## src/design/ccp_regs.vh

```
// Constants for the core configuration and program counter block.
// Assumes inclusion by bare name from the design files only.
`ifndef CCP_REGS_VH
`define CCP_REGS_VH

// Timer and watchdog configuration fields
`define CCP_CFG_WAKE_DIS      7
`define CCP_CFG_PULLUP_DIS    6
`define CCP_CFG_CLK_SEL       5
`define CCP_CFG_EDGE_SEL      4
`define CCP_CFG_PRE_ASSIGN    3
`define CCP_CFG_RATE_HI       2
`define CCP_CFG_RATE_LO       0
`define CCP_CFG_RESET         8'hff

// Oscillator trim fields
`define CCP_TRIM_CAL_HI       7
`define CCP_TRIM_CAL_LO       1
`define CCP_TRIM_DIV4_EN      0
`define CCP_TRIM_RESET        8'h80

// Program counter
`define CCP_PC_WIDTH          9
`define CCP_PC_RESET          9'h1ff
`define CCP_PC_STEP           9'h001

// Instruction cycle is the oscillator divided by four
`define CCP_CYC_DIV           2'h3

`endif

```

## src/design/ccp_core.v

```verilog
// Core special-function logic: timer/watchdog configuration, oscillator
// trim with divided-clock pin output, and program counter update.
// Assumes clock_i is the oscillator and all inputs are synchronous to it;
// instruction inputs are acted on at the clock edge where cycle_o rises.
//
// Functional notes
// - Config register is 8 bits, write-only, loaded whole from W by its instruction.
// - Any reset sets every config bit to one.
// - Output direction disables wake-on-change and pull-up for that pin.
// - Timer clock select high forces the external timer clock pin to input unless osc/4 or comparator output drives it.
// - Bit 7 low enables wake-on-change, bit 6 low enables pull-ups.
// - Bit 5 selects external pin transitions or instruction cycle clock.
// - Bit 3 gives the shared prescaler to timer or watchdog; other undivided.
// - Trim upper seven bits are a signed oscillator adjustment.
// - Trim bit 0 drives oscillator/4 onto general pin two over all else.
// - Program counter holds next address, increments each cycle unless changed.
// - Absolute jump loads all nine counter bits from the instruction.
// - Counter low-byte register maps onto counter bits 7 to 0.
// - Call and low-byte writes load bits 7 to 0 and clear bit 8.
// - Move, add and bit-set to low byte all use the bit-8-clearing load.
// - Reset points the counter at the last location; next step wraps to 0.
`timescale 1ns/100ps
`include "ccp_regs.vh"
module ccp_core (
   input  wire       clock_i,
   input  wire       reset_n_i,
   // Instruction side
   input  wire [7:0] w_data_i,
   input  wire       config_load_i,
   input  wire       trim_we_i,
   input  wire [7:0] trim_wdata_i,
   input  wire       jump_i,
   input  wire [8:0] jump_addr_i,
   input  wire       call_i,
   input  wire [7:0] call_addr_i,
   input  wire       low_byte_we_i,
   input  wire [7:0] low_byte_wdata_i,
   output reg        cycle_o,
   output reg  [8:0] pc_o,
   output reg  [7:0] low_byte_rdata_o,
   output reg  [7:0] trim_rdata_o,
   output reg  [6:0] osc_trim_o,
   // Pin side
   input  wire [2:0] direction_i,
   input  wire [2:0] pin_latch_i,
   input  wire       comparator_out_en_i,
   input  wire       comparator_output_i,
   input  wire       general_pin_two_i,
   input  wire       watchdog_base_i,
   output reg        general_pin_two_o,
   output reg        general_pin_two_oe_o,
   output reg  [2:0] wake_enable_o,
   output reg  [2:0] pullup_enable_o,
   output reg        timer_inc_o,
   output reg        watchdog_inc_o,
   output reg  [7:0] config_o
);
   reg  [1:0] cyc_cnt_r;
   reg        osc_div4_r;
   reg  [7:0] config_r;
   reg  [7:0] trim_r;
   reg  [8:0] pc_r;
   reg  [8:0] pc_nxt;
   reg        pin_prev_r;
   reg        cycle_r;
   reg        gp2_nxt;
   reg        gp2_oe_nxt;

   wire       wake_dis;
   wire       pullup_dis;
   wire       clk_sel;
   wire       edge_sel;
   wire       pre_assign;
   wire [2:0] rate;
   wire       div4_en;
   wire       pin_rise;
   wire       pin_fall;
   reg        pin_edge;
   reg        timer_src;
   reg        pre_in;
   reg  [3:0] pre_exp;
   wire       pre_fire;
   reg        timer_tick;
   reg        wdt_tick;

   assign wake_dis   = config_r[`CCP_CFG_WAKE_DIS];
   assign pullup_dis = config_r[`CCP_CFG_PULLUP_DIS];
   assign clk_sel    = config_r[`CCP_CFG_CLK_SEL];
   assign edge_sel   = config_r[`CCP_CFG_EDGE_SEL];
   assign pre_assign = config_r[`CCP_CFG_PRE_ASSIGN];
   assign rate       = config_r[`CCP_CFG_RATE_HI:`CCP_CFG_RATE_LO];
   assign div4_en    = trim_r[`CCP_TRIM_DIV4_EN];

   // Instruction cycle divider: cycle_r is the one-clock strobe per cycle
   always @(posedge clock_i or negedge reset_n_i) begin
      if (!reset_n_i) begin
         cyc_cnt_r <= 2'h0;
         cycle_r   <= 1'b0;
      end else begin
         cyc_cnt_r <= cyc_cnt_r + 2'h1;
         cycle_r   <= (cyc_cnt_r == `CCP_CYC_DIV);
      end
   end

   // Oscillator/4 waveform: toggles every second clock, a period of four
   always @(posedge clock_i or negedge reset_n_i) begin
      if (!reset_n_i) begin
         osc_div4_r <= 1'b0;
      end else if (cyc_cnt_r[0]) begin
         osc_div4_r <= ~osc_div4_r;
      end
   end

   // Configuration register; no read path exists
   always @(posedge clock_i or negedge reset_n_i) begin
      if (!reset_n_i) begin
         config_r <= `CCP_CFG_RESET;
      end else if (cycle_r && config_load_i) begin
         config_r <= w_data_i;
      end
   end

   // Oscillator trim register
   always @(posedge clock_i or negedge reset_n_i) begin
      if (!reset_n_i) begin
         trim_r <= `CCP_TRIM_RESET;
      end else if (cycle_r && trim_we_i) begin
         trim_r <= trim_wdata_i;
      end
   end

   // Program counter source select: jump beats call beats low-byte write
   localparam [1:0] PC_SEL_STEP = 2'h0;
   localparam [1:0] PC_SEL_JUMP = 2'h1;
   localparam [1:0] PC_SEL_CALL = 2'h2;
   localparam [1:0] PC_SEL_LOW  = 2'h3;

   reg  [1:0] pc_sel;

   always @* begin
      pc_sel = PC_SEL_STEP;
      if (jump_i) begin
         pc_sel = PC_SEL_JUMP;
      end else if (call_i) begin
         pc_sel = PC_SEL_CALL;
      end else if (low_byte_we_i) begin
         pc_sel = PC_SEL_LOW;
      end
   end

   // Call and low-byte loads reach only the first 256 locations
   always @* begin
      case (pc_sel)
         PC_SEL_STEP: begin
            pc_nxt = pc_r + `CCP_PC_STEP;
         end
         PC_SEL_JUMP: begin
            pc_nxt = jump_addr_i;
         end
         PC_SEL_CALL: begin
            pc_nxt = {1'b0, call_addr_i};
         end
         PC_SEL_LOW: begin
            pc_nxt = {1'b0, low_byte_wdata_i};
         end
         default: begin
            pc_nxt = pc_r + `CCP_PC_STEP;
         end
      endcase
   end

   always @(posedge clock_i or negedge reset_n_i) begin
      if (!reset_n_i) begin
         pc_r <= `CCP_PC_RESET;
      end else if (cycle_r) begin
         pc_r <= pc_nxt;
      end
   end

   // External timer clock edges; pin input is already synchronous
   always @(posedge clock_i or negedge reset_n_i) begin
      if (!reset_n_i) begin
         pin_prev_r <= 1'b0;
      end else begin
         pin_prev_r <= general_pin_two_i;
      end
   end

   assign pin_rise = general_pin_two_i & ~pin_prev_r;
   assign pin_fall = ~general_pin_two_i & pin_prev_r;

   // One prescaler, shared; the unit that does not own it sees its source
   // directly, so it runs undivided
   always @* begin
      pin_edge = pin_rise;
      if (edge_sel) begin
         pin_edge = pin_fall;
      end
      timer_src = cycle_r;
      if (clk_sel) begin
         timer_src = pin_edge;
      end
      if (pre_assign) begin
         pre_in     = watchdog_base_i;
         pre_exp    = {1'b0, rate};
         timer_tick = timer_src;
         wdt_tick   = pre_fire;
      end else begin
         pre_in     = timer_src;
         pre_exp    = {1'b0, rate} + 4'h1;
         timer_tick = pre_fire;
         wdt_tick   = watchdog_base_i;
      end
   end

   // Cleared on each configuration load so a new ratio starts cleanly
   ccp_prescaler u_prescaler (
      .clock_i   (clock_i),
      .reset_n_i (reset_n_i),
      .clear_i   (cycle_r & config_load_i),
      .tick_i    (pre_in),
      .exp_i     (pre_exp),
      .fire_o    (pre_fire)
   );

   // General pin two precedence: osc/4, comparator, timer input, direction
   always @* begin
      gp2_nxt    = pin_latch_i[2];
      gp2_oe_nxt = ~direction_i[2];
      if (div4_en) begin
         gp2_nxt    = osc_div4_r;
         gp2_oe_nxt = 1'b1;
      end else if (comparator_out_en_i) begin
         gp2_nxt    = comparator_output_i;
         gp2_oe_nxt = 1'b1;
      end else if (clk_sel) begin
         gp2_oe_nxt = 1'b0;
      end
   end

   // Instruction-side readbacks, one clock behind the registers they copy
   always @(posedge clock_i or negedge reset_n_i) begin
      if (!reset_n_i) begin
         cycle_o          <= 1'b0;
         pc_o             <= `CCP_PC_RESET;
         low_byte_rdata_o <= 8'h00;
      end else begin
         cycle_o          <= cycle_r;
         pc_o             <= pc_r;
         low_byte_rdata_o <= pc_r[7:0];
      end
   end

   // Trim readback; the signed trim goes on untouched to the oscillator
   always @(posedge clock_i or negedge reset_n_i) begin
      if (!reset_n_i) begin
         trim_rdata_o <= `CCP_TRIM_RESET;
         osc_trim_o   <= 7'h00;
      end else begin
         trim_rdata_o <= trim_r;
         osc_trim_o   <= trim_r[`CCP_TRIM_CAL_HI:`CCP_TRIM_CAL_LO];
      end
   end

   // Pin two drive, registered so the pad sees no decode glitches
   always @(posedge clock_i or negedge reset_n_i) begin
      if (!reset_n_i) begin
         general_pin_two_o    <= 1'b0;
         general_pin_two_oe_o <= 1'b0;
      end else begin
         general_pin_two_o    <= gp2_nxt;
         general_pin_two_oe_o <= gp2_oe_nxt;
      end
   end

   // Bits: 0 = pin zero, 1 = pin one, 2 = input-only pin three. Pin three
   // has no direction bit, so only the configuration gates it.
   always @(posedge clock_i or negedge reset_n_i) begin
      if (!reset_n_i) begin
         wake_enable_o   <= 3'h0;
         pullup_enable_o <= 3'h0;
      end else begin
         wake_enable_o[0]   <= ~wake_dis & direction_i[0];
         wake_enable_o[1]   <= ~wake_dis & direction_i[1];
         wake_enable_o[2]   <= ~wake_dis;
         pullup_enable_o[0] <= ~pullup_dis & direction_i[0];
         pullup_enable_o[1] <= ~pullup_dis & direction_i[1];
         pullup_enable_o[2] <= ~pullup_dis;
      end
   end

   // Timer and watchdog increments, and the internal view of the config
   always @(posedge clock_i or negedge reset_n_i) begin
      if (!reset_n_i) begin
         timer_inc_o    <= 1'b0;
         watchdog_inc_o <= 1'b0;
         config_o       <= `CCP_CFG_RESET;
      end else begin
         timer_inc_o    <= timer_tick;
         watchdog_inc_o <= wdt_tick;
         config_o       <= config_r;
      end
   end
endmodule // ccp_core

```

## src/design/ccp_prescaler.v

```verilog
// Shared prescaler: divides an input tick stream by two to the power exp_i.
// Assumes tick_i is a one-cycle pulse on clock_i and clear_i is synchronous.
`timescale 1ns/100ps
module ccp_prescaler (
   input  wire       clock_i,
   input  wire       reset_n_i,
   input  wire       clear_i,
   input  wire       tick_i,
   input  wire [3:0] exp_i,
   output wire       fire_o
);
   reg  [7:0] count_r;
   wire [8:0] full_mask;
   wire [7:0] mask;

   assign full_mask = (9'h001 << exp_i) - 9'h001;
   assign mask      = full_mask[7:0];
   // Exponent zero gives a mask of zero, so every tick passes undivided
   assign fire_o    = tick_i & ((count_r & mask) == mask);

   always @(posedge clock_i or negedge reset_n_i) begin
      if (!reset_n_i) begin
         count_r <= 8'h00;
      end else if (clear_i) begin
         count_r <= 8'h00;
      end else if (tick_i) begin
         count_r <= count_r + 8'h01;
      end
   end
endmodule // ccp_prescaler

```

## config.mk

```make
export PLATFORM = sky130hd
export DESIGN_NAME = ccp_core
export DESIGN_NICKNAME = d
export VERILOG_FILES = /design/src/design/ccp_core.v /design/src/design/ccp_prescaler.v
export VERILOG_INCLUDE_DIRS = /design/src /design/src/design
export SDC_FILE = /design/constraint.sdc
export NUM_CORES = 1
export LEC_CHECK = 0
export ABC_AREA = 1
export ABC_CLOCK_PERIOD_IN_PS = 3300
export BUFFER_PORTS_ARGS = -buffer_cell sky130_fd_sc_hd__buf_2
export CAP_MARGIN = 10
export CORE_MARGIN = 10
export CORE_UTILIZATION = 35
export DETAILED_ROUTE_END_ITERATION = 8
export GPL_TIMING_DRIVEN = 1
export REMOVE_ABC_BUFFERS = 1
export SYNTH_ARGS = -nofsm -noshare
export SYNTH_HDL_FRONTEND = slang
export SYNTH_SLANG_ARGS = --single-unit
```

## constraint.sdc

```tcl
create_clock -name clock_i -period 3.3 [get_ports clock_i]
set_clock_uncertainty 0.15 [all_clocks]
set_input_delay 0.33 -clock clock_i [delete_from_list [all_inputs] [get_ports clock_i]]
set_output_delay 0.33 -clock clock_i [all_outputs]
set_load 0.05 [all_outputs]
```

==> out/summary.txt <==
Outcome: finished with violations
Failing checks: hold timing
Critical path class: reg2reg
Clk_lat worst skew: 0.35 ns
Fmax: 408 MHz
# H-tree levels: 3
Slowest CP cell: dfstp_2
Met1 Usage GRT: 13.8%
Post-synthesis average cell area: 9.92 um2
Avg Vias per Cell: 4.53
Tightest Pin Transition: 1.00 ns
Die ar.: 0.0142 mm2
Unrepaired setup endpoints after global routing: no
Clk pin slew, worst setup/hold paths: 0.08 ns
CP dominant cell by count: nand2_1
Max-capacitance violation count: 0
Core Region: 0.00968 mm2
R2R Setup Slk: 0.85 ns
Max rail drop VDD: 0.000252 V
Synth Area in Adders: 1.81%
Yosys reg bits: 83
CP startpoint kind: register
Gr busiest metal: met2
Most frequent cells in the layout: 105 x buf_2, 78 x nand2_1, 47 x dfrtp_1
Via Count: 2,697
Sequential share of power: 49.6%
Reg2Reg Depth: 14
Hold slack final: -0.00698 ns
Post-synthesis cell count: 348
Cts repair resizes: 0
Crit path required time: 3.38 ns
Crit-path max FO: 6
Final HPWL DP: 6020 um
Synth Area in Simple Gates: 17.5%
Largest family of logic cells by synthesized area: simple AND/OR/NAND/NOR gates
Final Cycle Share: 74.4%
TNS Setup: 0 ns
Critical Path Max Stage Delay: 0.60 ns
Area grow syn2layout: 24.6%
Clock tree buffer depth: 2
CTS tree: built
Compound-Gate Fraction of Synth Area: 8.51%
Sequential fraction of the synthesis area: 61.4%
Hold_buf cts: 2
Initial DRC count: 82
DRT Wirelength: 8060 um
Num rows: 36
Pin count of the biggest net entering global routing: 84
Clock network power share: 28.1%
Commonest non-fill, non-tap cell in the layout: buf_2
Setup bufs post-CTS: 0
Xor and xnor area share after synthesis: 1.52%
Critical R2R Launch: config_r[0]
Initial antenna violation count: 0
Port buffer count: 106
Synth Warn #: 0
Total grt overflow: 0
Final hold violations: 4
Routed Antenna Nets: 0
IO Pins: 109
Pleak: 2.16 nW
Pwr/cell area: 567 mW/mm2
DRC violations left: 0
Tmin final: 2.45 ns
Final setup viols: 0
Layout net count: 521
Worst hold path class: in2async
Switch Pwr: 848 uW
Internal power: 1.59 mW
Crit path DAT: 2.53 ns
TritonCTS Buffers: 9
Total track usage: 11.4%
Layout cell share with drive strength beyond 1: 38.2%
Critical R2R Capture: timer_inc_o
Critical Path Sink Type: register
Die H: 119 um
Initial core utilization: 35.7%
Clk sinks: 83
Sw Share: 34.7%
Worst Setup SP: config_r[0]
Synth cell types: 31
Post-synthesis mux area share: 2.28%
Slew headroom: 33.3%
WL/cell: 13.5 um
Ant. Diodes: 0
Mapped Area: 0.00345 mm2
First-pass GRT wire length: 13,400 um
Number of global-route vias before repair: 2,752
CP Cell Sequence: ha_1 -> inv_1 -> nand2_1 -> nand2_1 -> nand2_1 -> inv_1 -> nand2_2 -> ha_1 -> nand4_1 -> nand2_1 -> a21oi_1 -> nor2_2 -> nand2_1 -> a21oi_1
GR Util met2: 18.0%
Slew Viols, Final: 0
Combinational share of power: 22.4%
DR pass1 iterations: 4
Final Wtd Congestion: 0.813
Chip width: 119 um
Root buffer cell: clkbuf_8
Met3 usage: 4.35%
FILL cells: 944
## registers in the layout, indices dropped and copies added, names as in the netlist, 2 cells and up
register             cells
cyc_cnt_r                2
wake_enable_o            3
low_byte_rdata_o         8
u_prescaler.count_r      8
trim_rdata_o             2
trim_r                   8
pc_r                     9
pullup_enable_o          3
osc_trim_o               7
pc_o                     9
config_r                 8
config_o                 8
## power by group through the flow
stage	sequential [mW]	clock (mW)	combinational [mW]
after global routing	1.23	0.759	0.592
after CTS	1.21	0.715	0.553
final	1.21	0.685	0.545
after global placement	1.22	0	0.541
after detailed placement	1.23	0	0.550
after floorplan	1.44	0	0.172
## cells in the mapped netlist
| cell type | count | area share (%) |
|---|---|---|
| buf_2 | 1 | 0.14 |
| inv_1 | 46 | 5.0 |
| nor4_1 | 1 | 0.18 |
| nand4_2 | 1 | 0.36 |
| dfstp_2 | 36 | 27 |
| a41oi_1 | 2 | 0.51 |
| nand2_2 | 2 | 0.36 |
| nor2_4 | 1 | 0.33 |
| nand3_1 | 22 | 3.2 |
| buf_4 | 6 | 1.3 |
| o211ai_1 | 1 | 0.22 |
| o2111ai_1 | 1 | 0.25 |
| o31ai_1 | 1 | 0.22 |
| nand3_2 | 1 | 0.29 |
| ha_1 | 5 | 1.8 |
| a21oi_2 | 1 | 0.25 |
| clkbuf_1 | 3 | 0.33 |
| nand4_1 | 2 | 0.36 |
| xor2_1 | 6 | 1.5 |
| dfrtp_1 | 47 | 34 |
| nand2_4 | 1 | 0.33 |
| nor2_1 | 22 | 2.4 |
| nand2_1 | 78 | 8.5 |
| mux2_2 | 7 | 2.3 |
| a22oi_1 | 6 | 1.3 |
| a21oi_1 | 13 | 1.9 |
| nor3_1 | 5 | 0.72 |
| inv_2 | 1 | 0.11 |
| o22ai_1 | 3 | 0.54 |
| o21ai_0 | 23 | 3.3 |
| nor2_2 | 3 | 0.54 |
## layout make-up
class	instances	area [um2]	area share (%)
flip-flops and latches	83	2120	49.3
clock inverters	6	47.5	1.10
clock buffers	10	138	3.20
inverters	47	176	4.10
multi-input cells	208	1090	25.4
well taps	133	166	3.87
repair buffers	109	561	13.0
## worst max path at each step
stage,to,cells past startpoint
floorplan,timer_inc_o,14
CTS,timer_inc_o,14
global placement,timer_inc_o,14
detailed placement,timer_inc_o,14
global route,watchdog_inc_o,14
finish,timer_inc_o,14
## logic make-up (layout without fill, tap and decap cells)
logic type,after synthesis,after routing
compound gates,51,51
xor+xnor,6,6
fa+ha+maj,5,5
buf+inv,57,172
flops,83,83
mux,7,7
simple gates,139,139
## through the flow
stage          power [mW]  std cells  instance area (um2)  utilization (%)  setup slack (ns)
2_1_floorplan        1.61        338                 3390                -              1.07
3_3_place_gp         1.76        578                 4100             42.3             0.932
3_5_place_dp         1.78        578                 4100             42.3             0.840
4_1_cts              2.48        596                 4300             44.4             0.831
5_1_grt              2.58        596                 4300             44.4             0.656
6_report             2.44        596                 4300             44.4             0.846
## critical path: cells and delay by family (launching register included)
family | cells | cell delay (ns)
AND/OR/NAND/NOR | 8 | 0.68
AO/OA/AOI/OAI | 2 | 0.25
adder cells (fa/ha/maj) | 2 | 0.53
flip-flops | 1 | 0.60
buffers and inverters | 2 | 0.14
## layer usage
layer / vias up / wire [um]
li1: 1338 / -
met1: 1279 / 3620
met2: 74 / 3770
met3: 6 / 589
met4: 0 / 85
met5: - / 0
Power figures use the tool's default switching activity.
